<file path="src/inc/synch_pkg.sv">
// Package of constants and types for the synch-check block
package synch_pkg;
    // APB register byte offsets
    localparam logic [7:0] ctrl_off = 8'h00;
    localparam logic [7:0] slip_lim_off = 8'h04;
    localparam logic [7:0] volt_lim_off = 8'h08;
    localparam logic [7:0] uncomp_lim_off = 8'h0c;
    localparam logic [7:0] comp_lim_off = 8'h10;
    localparam logic [7:0] target_off = 8'h14;
    localparam logic [7:0] close_time_off = 8'h18;
    localparam logic [7:0] cf_angle_off = 8'h1c;
    localparam logic [7:0] status_off = 8'h20;
    localparam logic [7:0] irq_stat_off = 8'h24;
    localparam logic [7:0] irq_mask_off = 8'h28;
    localparam logic [7:0] vdiff_off = 8'h2c;
    // Transformer compensation codes (ctrl bits 2:1)
    localparam logic [1:0] comp_zero = 2'h0;
    localparam logic [1:0] comp_minus30 = 2'h1;
    localparam logic [1:0] comp_plus30 = 2'h2;
    // Angles in units of 0.1 degree, signed 16 bit
    localparam logic signed [15:0] deg30 = 16'sh012c;
    localparam logic signed [15:0] deg180 = 16'sh0708;
    localparam logic signed [15:0] deg360 = 16'sh0e10;
    // Close-failure angle value meaning Off
    localparam logic [15:0] cf_off = 16'h0000;
    // Reset values
    localparam logic [31:0] ctrl_rst = 32'h0000_0000;
    localparam logic [31:0] slip_lim_rst = 32'h0019_0005;
    localparam logic [31:0] volt_lim_rst = 32'h02be_025b;
    localparam logic [15:0] ang_lim_rst = 16'h0064;
    localparam logic [15:0] close_time_rst = 16'h0096;
    localparam logic [15:0] cf_angle_rst = 16'h012c;
    localparam logic [15:0] vdiff_rst = 16'h0000;
    // Disarm timeout: 99 s at 40 MHz
    localparam int unsigned clk_hz = 40_000_000;
    localparam int unsigned disarm_s = 99;
    localparam longint unsigned disarm_cycles_l =
        longint'(disarm_s) * longint'(clk_hz);
    localparam logic [31:0] disarm_cycles = disarm_cycles_l[31:0];
    // Event bits of the interrupt status
    localparam int ev_uncomp = 0;
    localparam int ev_comp = 1;
    localparam int ev_close = 2;
    localparam int ev_cfail = 3;
    localparam int ev_count = 4;
    // Measured quantities from the phasor front end
    typedef struct packed {
        logic signed [15:0] gen_angle;  // 0.1 degree
        logic signed [15:0] sys_angle;  // 0.1 degree
        logic [15:0] gen_volt;          // 0.1 V
        logic [15:0] sys_volt;          // 0.1 V
        logic signed [15:0] gen_freq;   // mHz
        logic signed [15:0] sys_freq;   // mHz
    } meas_t;
    // Angle permission flags
    typedef struct packed {
        logic close_initiate_pulse;
        logic comp_angle_ok;
        logic uncomp_angle_ok;
    } perm_t;
endpackage

</file>
<file path="src/rtl/synch_check.sv">
// Generator synch-check supervision with slow-close failure detection
// Contract
// - Slip equals generator frequency minus system frequency.
// - Slip is good only between low and high slip limits.
// - Offset phase by -30, 0 or +30 degree compensation angle.
// - All three angle flags need voltage, difference and slip supervision.
// - Uncompensated angle is absolute generator-system phase difference.
// - Compensated angle adds slip angle swept in breaker close time.
// - Uncompensated flag while uncompensated angle below its limit.
// - Compensated flag while compensated angle below its limit.
// - Close-initiate flag when compensated angle equals target close angle.
// - Close-failure detector arms when device initiates a close.
// - Detector disarms when breaker-open indication deasserts.
// - Armed, breaker open, angle beyond fail angle: assert close-failed.
// - Armed detector disarms itself after 99 seconds; here the timeout is held off while close-failed is latched.
// - Close-fail angle Off never asserts close-failed.
// - Block input at one blocks the function; zero operates.
// - Either voltage outside low/high window fails voltage supervision.
//
// Design decisions made here: the placing of the registers and the APB register port.
`timescale 1ns/1ps
module synch_check #(
    parameter logic [31:0] disarm_count = synch_pkg::disarm_cycles
) (
    input wire logic clk,
    input wire logic reset_n,
    input wire logic psel,
    input wire logic penable,
    input wire logic pwrite,
    input wire logic [7:0] paddr,
    input wire logic [31:0] pwdata,
    output logic [31:0] prdata,
    output logic pready,
    output logic pslverr,
    input wire synch_pkg::meas_t meas,
    input wire logic meas_valid,
    input wire logic synch_block_ctl,
    input wire logic breaker_open_ind,
    input wire logic close_cmd,
    output synch_pkg::perm_t perm,
    output logic close_failed_flag,
    output logic irq
);
    // Configuration registers
    logic [31:0] ctrl_q;
    logic [31:0] slip_lim_q;
    logic [31:0] volt_lim_q;
    logic [15:0] uncomp_angle_limit_q;
    logic [15:0] comp_angle_limit_q;
    logic [15:0] target_close_angle_q;
    logic [15:0] breaker_close_time_q;
    logic [15:0] close_fail_angle_q;
    logic [15:0] vdiff_lim_q;
    logic [synch_pkg::ev_count-1:0] irq_stat_q;
    logic [synch_pkg::ev_count-1:0] irq_mask_q;
    logic [synch_pkg::ev_count-1:0] events;
    logic [synch_pkg::ev_count-1:0] flags_prev_q;
    logic [synch_pkg::ev_count-1:0] flags_now;
    // Detector state
    logic armed_q;
    logic [31:0] disarm_cnt_q;
    // Datapath
    logic slip_ok;
    logic volt_ok;
    logic vdiff_ok;
    logic superv_ok;
    logic signed [15:0] slip;
    logic signed [15:0] xfmr_comp_angle;
    logic signed [15:0] slip_low_limit;
    logic signed [15:0] slip_high_limit;
    logic [15:0] volt_low_limit;
    logic [15:0] volt_high_limit;
    logic signed [17:0] raw_diff;
    logic signed [17:0] wrap_diff;
    logic [15:0] uncomp_angle;
    logic signed [31:0] close_time_s;
    logic signed [31:0] swept_wide;
    logic signed [17:0] swept;
    logic signed [17:0] comp_signed;
    logic signed [17:0] comp_wrap;
    logic [15:0] comp_angle;
    logic [15:0] vdiff;
    logic [31:0] status_word;
    logic wr;
    logic rd;

    // APB strobes; zero wait states
    // Ready tied high: each access takes one cycle
    assign wr = psel && penable && pwrite;
    assign rd = psel && !pwrite;
    assign pready = 1'b1;

    // Field views of the configuration words
    assign slip_low_limit = slip_lim_q[15:0];
    assign slip_high_limit = slip_lim_q[31:16];
    assign volt_low_limit = volt_lim_q[15:0];
    assign volt_high_limit = volt_lim_q[31:16];

    // Slip in mHz, positive when generator runs fast
    assign slip = meas.gen_freq - meas.sys_freq;

    // Lower limit below upper is software's duty; check is inclusive
    assign slip_ok = (slip >= slip_low_limit) &&
                     (slip <= slip_high_limit);

    // Both voltages must sit inside the magnitude window
    // Limits are inclusive at both ends
    assign volt_ok = (meas.gen_volt >= volt_low_limit) &&
                     (meas.gen_volt <= volt_high_limit) &&
                     (meas.sys_volt >= volt_low_limit) &&
                     (meas.sys_volt <= volt_high_limit);

    // Absolute voltage difference; a zero limit disables the check
    assign vdiff = (meas.gen_volt >= meas.sys_volt) ?
                   (meas.gen_volt - meas.sys_volt) :
                   (meas.sys_volt - meas.gen_volt);
    assign vdiff_ok = (vdiff_lim_q == 16'h0000) ||
                      (vdiff <= vdiff_lim_q);

    // Block input gates all three angle flags
    // Blocked flags fall at the next taken sample
    assign superv_ok = slip_ok && volt_ok && vdiff_ok &&
                       !synch_block_ctl;

    // Transformer phase shift selection
    // Code 3 is unused and means no shift
    always_comb
    begin
        unique case (ctrl_q[2:1])
            synch_pkg::comp_minus30: xfmr_comp_angle = -synch_pkg::deg30;
            synch_pkg::comp_plus30: xfmr_comp_angle = synch_pkg::deg30;
            default: xfmr_comp_angle = 16'sh0000;
        endcase
    end

    // Compensation cancels the transformer shift: a negative setting
    // means the system side leads, so it is taken off the difference
    assign raw_diff = 18'(meas.gen_angle) - 18'(meas.sys_angle) -
                      18'(xfmr_comp_angle);
    always_comb
    begin
        wrap_diff = raw_diff;
        if (raw_diff > 18'(synch_pkg::deg180))
            wrap_diff = raw_diff - 18'(synch_pkg::deg360);
        else if (raw_diff < -18'(synch_pkg::deg180))
            wrap_diff = raw_diff + 18'(synch_pkg::deg360);
    end
    // Wrapped value is within half a turn and fits 16 bits
    assign uncomp_angle = wrap_diff[17] ? 16'(-wrap_diff) :
                          16'(wrap_diff);

    // Close time zero-extended into a signed word, so that a negative
    // slip keeps its sign through the product
    assign close_time_s = $signed({16'h0000, breaker_close_time_q});
    // Swept angle: slip(mHz)*time(ms)*3600/1e6 in 0.1 deg units
    // Truncation errs by under 0.1 degree, fine for the windows
    // Product stays in 32 bits for close times up to about 1.8 s
    assign swept_wide = (32'(slip) * close_time_s * 32'sd36)
                        / 32'sd10000;
    assign swept = 18'(swept_wide);
    // Prediction: angle advances with slip over the close time
    assign comp_signed = wrap_diff + swept;
    always_comb
    begin
        comp_wrap = comp_signed;
        if (comp_signed > 18'(synch_pkg::deg180))
            comp_wrap = comp_signed - 18'(synch_pkg::deg360);
        else if (comp_signed < -18'(synch_pkg::deg180))
            comp_wrap = comp_signed + 18'(synch_pkg::deg360);
    end
    // Magnitude of the predicted angle at contact touch
    assign comp_angle = comp_wrap[17] ? 16'(-comp_wrap) : 16'(comp_wrap);

    // Permission flags registered on each valid sample
    // Flags hold between samples
    always_ff @(posedge clk or negedge reset_n)
    begin
        if (!reset_n)
            perm <= '0;
        else if (meas_valid)
        begin
            perm.uncomp_angle_ok <= superv_ok &&
                (uncomp_angle < uncomp_angle_limit_q);
            perm.comp_angle_ok <= superv_ok &&
                (comp_angle < comp_angle_limit_q);
            perm.close_initiate_pulse <= superv_ok &&
                (comp_angle == target_close_angle_q);
        end
    end

    // Slow-close detector; timeout parameter lets benches shorten 99 s
    // A latched failure blocks the timeout so the lockout stays
    always_ff @(posedge clk or negedge reset_n)
    begin
        if (!reset_n)
        begin
            armed_q <= 1'b0;
            disarm_cnt_q <= 32'h0000_0000;
        end
        else if (close_cmd && perm.close_initiate_pulse)
        begin
            armed_q <= 1'b1;
            disarm_cnt_q <= 32'h0000_0000;
        end
        else if (armed_q)
        begin
            if (!breaker_open_ind)
                armed_q <= 1'b0;
            else if (!close_failed_flag &&
                     disarm_cnt_q >= disarm_count - 32'h0000_0001)
                armed_q <= 1'b0;
            else
                disarm_cnt_q <= disarm_cnt_q + 32'h0000_0001;
        end
    end

    // Close failure latches while armed; clears once disarmed
    // Off setting wins, so no stale latch lingers
    always_ff @(posedge clk or negedge reset_n)
    begin
        if (!reset_n)
            close_failed_flag <= 1'b0;
        else if (close_fail_angle_q == synch_pkg::cf_off)
            close_failed_flag <= 1'b0;
        else if (armed_q && breaker_open_ind &&
                 uncomp_angle > close_fail_angle_q)
            close_failed_flag <= 1'b1;
        else if (!armed_q)
            close_failed_flag <= 1'b0;
    end

    // Rising edges of flags become sticky interrupt events
    // A standing flag gives one event, not a stream
    assign flags_now = {close_failed_flag, perm.close_initiate_pulse,
                        perm.comp_angle_ok, perm.uncomp_angle_ok};
    assign events = flags_now & ~flags_prev_q;
    always_ff @(posedge clk or negedge reset_n)
    begin
        if (!reset_n)
            flags_prev_q <= '0;
        else
            flags_prev_q <= flags_now;
    end

    // Write-one-to-clear; a new event in the same cycle wins
    always_ff @(posedge clk or negedge reset_n)
    begin
        if (!reset_n)
            irq_stat_q <= '0;
        else if (wr && paddr == synch_pkg::irq_stat_off)
            irq_stat_q <= (irq_stat_q & ~pwdata[synch_pkg::ev_count-1:0])
                          | events;
        else
            irq_stat_q <= irq_stat_q | events;
    end
    assign irq = |(irq_stat_q & irq_mask_q);

    // Configuration register writes
    // Unmapped and read-only offsets are ignored
    always_ff @(posedge clk or negedge reset_n)
    begin
        if (!reset_n)
        begin
            ctrl_q <= synch_pkg::ctrl_rst;
            slip_lim_q <= synch_pkg::slip_lim_rst;
            volt_lim_q <= synch_pkg::volt_lim_rst;
            uncomp_angle_limit_q <= synch_pkg::ang_lim_rst;
            comp_angle_limit_q <= synch_pkg::ang_lim_rst;
            target_close_angle_q <= 16'h0000;
            breaker_close_time_q <= synch_pkg::close_time_rst;
            close_fail_angle_q <= synch_pkg::cf_angle_rst;
            vdiff_lim_q <= synch_pkg::vdiff_rst;
            irq_mask_q <= '0;
        end
        else if (wr)
        begin
            unique case (paddr)
                synch_pkg::ctrl_off: ctrl_q <= {29'h0, pwdata[2:1], 1'b0};
                synch_pkg::slip_lim_off: slip_lim_q <= pwdata;
                synch_pkg::volt_lim_off: volt_lim_q <= pwdata;
                synch_pkg::uncomp_lim_off:
                    uncomp_angle_limit_q <= pwdata[15:0];
                synch_pkg::comp_lim_off: comp_angle_limit_q <= pwdata[15:0];
                synch_pkg::target_off: target_close_angle_q <= pwdata[15:0];
                synch_pkg::close_time_off:
                    breaker_close_time_q <= pwdata[15:0];
                synch_pkg::cf_angle_off: close_fail_angle_q <= pwdata[15:0];
                synch_pkg::vdiff_off: vdiff_lim_q <= pwdata[15:0];
                synch_pkg::irq_mask_off:
                    irq_mask_q <= pwdata[synch_pkg::ev_count-1:0];
                default: ;
            endcase
        end
    end

    // Live status view; read-only, so writes to it are refused
    assign status_word = {26'h0, armed_q, close_failed_flag, superv_ok,
                          perm};

    // Read data registered in the setup cycle, valid in access
    // Loading early keeps the access phase free of a decode path
    always_ff @(posedge clk or negedge reset_n)
    begin
        if (!reset_n)
        begin
            prdata <= 32'h0000_0000;
            pslverr <= 1'b0;
        end
        else if (psel && !penable)
        begin
            pslverr <= 1'b0;
            prdata <= 32'h0000_0000;
            if (rd)
            begin
                unique case (paddr)
                    synch_pkg::ctrl_off: prdata <= ctrl_q;
                    synch_pkg::slip_lim_off: prdata <= slip_lim_q;
                    synch_pkg::volt_lim_off: prdata <= volt_lim_q;
                    synch_pkg::uncomp_lim_off:
                        prdata <= {16'h0, uncomp_angle_limit_q};
                    synch_pkg::comp_lim_off:
                        prdata <= {16'h0, comp_angle_limit_q};
                    synch_pkg::target_off:
                        prdata <= {16'h0, target_close_angle_q};
                    synch_pkg::close_time_off:
                        prdata <= {16'h0, breaker_close_time_q};
                    synch_pkg::cf_angle_off:
                        prdata <= {16'h0, close_fail_angle_q};
                    synch_pkg::vdiff_off: prdata <= {16'h0, vdiff_lim_q};
                    synch_pkg::status_off: prdata <= status_word;
                    synch_pkg::irq_stat_off: prdata <= {28'h0, irq_stat_q};
                    synch_pkg::irq_mask_off: prdata <= {28'h0, irq_mask_q};
                    default: pslverr <= 1'b1;
                endcase
            end
            else if (!(paddr inside {synch_pkg::ctrl_off,
                     synch_pkg::slip_lim_off, synch_pkg::volt_lim_off,
                     synch_pkg::uncomp_lim_off, synch_pkg::comp_lim_off,
                     synch_pkg::target_off, synch_pkg::close_time_off,
                     synch_pkg::cf_angle_off, synch_pkg::vdiff_off,
                     synch_pkg::irq_stat_off, synch_pkg::irq_mask_off}))
                pslverr <= 1'b1;
        end
        else
            pslverr <= 1'b0; // Error shows in the access phase only
    end
endmodule // synch_check

</file>
<file path="config.mk">
export PLATFORM = sky130hd
export DESIGN_NAME = synch_check
export DESIGN_NICKNAME = d
export VERILOG_FILES = /design/src/inc/synch_pkg.sv /design/src/rtl/synch_check.sv
export SDC_FILE = /design/constraint.sdc
export NUM_CORES = 2
export LEC_CHECK = 0
export BUFFER_PORTS_ARGS = -buffer_cell sky130_fd_sc_hd__buf_2
export CAP_MARGIN = 20
export CORE_MARGIN = 2
export CORE_UTILIZATION = 50
export DETAILED_ROUTE_END_ITERATION = 7
export GPL_TIMING_DRIVEN = 1
export PLACE_DENSITY = 0.72
export REMOVE_ABC_BUFFERS = 1
export SLEW_MARGIN = 5
export SYNTH_ARGS = -nofsm -noshare
export SYNTH_HDL_FRONTEND = slang
export SYNTH_SLANG_ARGS = --single-unit
export TNS_END_PERCENT = 20
</file>
<file path="constraint.sdc">
create_clock -name clk -period 48.5 [get_ports clk]
set_clock_uncertainty 0.1 [all_clocks]
set_input_delay 0 -clock clk [delete_from_list [all_inputs] [get_ports clk]]
set_output_delay 0 -clock clk [all_outputs]
set_load 0.01 [all_outputs]
</file>
==> results.py <==
metrics = {
    "timing": {
        "fin_crit_ns": 45.19,
        "finalSetupViolCount": 0,
        "tns_ns": 0,
        "max_slew.worst_pin.slew_ns": 1.18,
        "rsz0062_at_grt": "false",
        "max_clock_freq_mhz": 22.1,
        "whs_ns": 0.0909,
        "timing.final.crit_share": 0.932,
        "slew_headroom": 0.208,
        "final_max_slew_viol_count": 0,
        "finalHoldViolations": 0,
        "fin_ws_ns": 3.31,
    },
    "floorplan": {
        "fp.dieW_um": 307,
        "die_y_um": 307,
        "floorplan.initialDensity": 0.503,
        "dieArea_mm2": 0.0944,
        "row_count": 111,
        "io_pins": 184,
        "core_area_mm2": 0.0914,
    },
    "placed_design": {
        "globalplace.congestion": 0.985,
        "pre_cts_ws_ns": 3.38,
        "port_buffers": 182,
        "dp_hpwl_um": 113000,
    },
    "worst_hold_path": {
        "worstHoldStart": "paddr[1]",
        "min_delay_path_depth": 6,
        "holdPathEnd": "ctrl_q[1]",
        "hold_path_class": "input port to register",
    },
    "setup_path": {
        "cp.required_ns": 48.83,
        "slowest_delay_ns": 0.77,
        "arrival_ns": 45.51,
        "r2r-end": "perm[1]",
        "rr_startpoint": "breaker_close_time_q[8]",
        "path_buf_inv": 16,
        "critPathMaxFanout": 48,
        "path_delay_family": "compound AO/OA/AOI/OAI gates",
        "rr_worst_depth": 156,
        "cp-end-kind": "register",
        "critPathLaunchType": "input port",
        "crit_path_top_delay_cell": "nor2_1",
        "r2r_setup_slack_ns": 3.65,
        "critPathKind": "input port to register",
        "path_common_cell": "a21oi_1",
    },
    "clock_tree": {
        "cts_root_buf": "clkbuf_16",
        "cts_inserted_buffers": 23,
        "clock_sinks": 244,
        "cts_max_level": 1,
        "holdBufCountCts": 45,
        "cts.clk_slew.worst_paths_ns": 0.07,
        "cts-resized-gates": 0,
        "clockBufferDepth": 3,
        "clk_latency_ns": 0.52,
        "postCtsSetupRepairBufs": 0,
        "cts_tree": "done",
    },
    "synthesis": {
        "yosysSeqAreaShare": 0.134,
        "avgSynthCellArea_um2": 8.02,
        "synth_flop_cell": "dfrtp_1",
        "synth-async-reset-ratio": 1.00,
        "syn_area_mm2": 0.0460,
        "ys_warn_count": 0,
        "synth-seq-cells": 244,
        "ys_types": 153,
        "synth-edff-count": 0,
        "synthCells": 5730,
    },
    "route": {
        "drc": 0,
        "first_iter_violations": 4059,
        "wirelength_um": 143000,
        "vias": 44294,
        "ant_nets": 0,
        "firstDrtPassIters": 7,
        "wire_per_inst_um": 20.3,
        "vias_per_cell": 6.28,
    },
    "global_route": {
        "grt_max_degree": 84,
        "grt_pass1_wl_um": 227000,
        "track_usage": 0.292,
        "grt_pass1_vias": 41962,
        "antenna_found_initial": 1,
        "overflow": 0,
    },
    "flow_run": {
        "drv_cap": 0,
    },
    "status": {
        "outcome": "completed",
    },
    "layout": {
        "n_fill_cell": 8502,
        "area_delta_synth_final_pct": 6.92,
        "nets": 6610,
        "final_layout_size_suffix_gt1_frac": 0.119,
        "mostFrequentLayoutCell": "inv_1",
        "final_cell_mix": "inv_1, nand2_1, ha_1",
    },
}
==> worst max path at each step <==
| stage | from | to | slack [ns] | depth (start not counted) |
|---|---|---|---|---|
| after floorplan | meas[16] | perm[1] | 6.80 | 160 |
| after global placement | meas[16] | perm[1] | 4.83 | 167 |
| after detailed placement | meas[16] | perm[1] | 3.38 | 166 |
| after CTS | meas[16] | perm[1] | 3.76 | 166 |
| after global routing | meas[16] | perm[1] | 0.09 | 164 |
| final | meas[16] | perm[1] | 3.31 | 166 |
==> stage by stage <==
| stage | utilization | instances | instance area, µm² |
|---|---|---|---|
| after floorplan | - | 5533 | 44900 |
| after CTS | 0.537 | 7049 | 49100 |
| after global placement | 0.523 | 6961 | 47800 |
| after detailed placement | 0.523 | 6962 | 47800 |
| final | 0.538 | 7052 | 49100 |
| after global routing | 0.538 | 7052 | 49100 |
==> flip-flops by register name, indices dropped and copies added, names as in the netlist, 4 cells and up <==
register / count
target_close_angle_q: 16
prdata: 32
flags_prev_q: 4
vdiff_lim_q: 16
comp_angle_limit_q: 16
breaker_close_time_q: 16
slip_lim_q: 32
uncomp_angle_limit_q: 16
irq_stat_q: 4
close_fail_angle_q: 16
disarm_cnt_q: 32
volt_lim_q: 32
irq_mask_q: 4
==> worst min-delay path: cells and delay by family <==
kind | cells | cell delay, ns
buf+inv | 1 | 0.08
mux | 1 | 0.15
simple gates | 4 | 0.44
==> metal layers <==
| metal | track usage | up-vias | wire length, µm |
|---|---|---|---|
| li1 | - | 20746 | - |
| met1 | 0.394 | 21300 | 61000 |
| met2 | 0.488 | 1955 | 66100 |
| met3 | 0.0248 | 293 | 10100 |
| met4 | 0.108 | 0 | 5690 |
| met5 | 0 | - | 0 |
==> synth_stat cells, types with 120 or more instances <==
master     n  area (µm²)
inv_1    556        2090
nand2_1  502        1880
ha_1     403        5040
nor2_1   396        1490
a21oi_1  314        1570
xnor2_1  308        2700
o21ai_0  233        1170
fa_1     214        4280
dfrtp_1  212        5310
mux2_2   182        2050
and2_1   150         938
nand3_1  142         711
xor2_1   142        1240
nor3_1   120         601
==> layout make-up <==
class,instances,area (µm²),area share
multi-input cells,4730,36700,0.747
diodes,1,2.50,0.0000509
repair buffers,290,1860,0.0378
flip-flops and latches,244,6150,0.125
clock inverters,9,161,0.00329
clock buffers,33,673,0.0137
well taps,1186,1480,0.0302
inverters,559,2100,0.0427
==> kinds of logic (layout without fill, tap and decap cells) <==
family                   count (synthesis)  count (layout)  share of synthesized area
AO/OA/AOI/OAI                         1482            1482                      0.229
XOR/XNOR                               464             464                     0.0912
adder cells (fa/ha/maj)                620             620                      0.204
buffers and inverters                  756             891                     0.0694
flip-flops                             244             244                      0.134
multiplexers                           252             252                     0.0603
other                                    1               2                  0.0000816
AND/OR/NAND/NOR                       1911            1911                      0.213
Power is left out: the tool's default activity adds up to more than one toggle a clock period on the data nets, which glitch-free logic cannot reach.
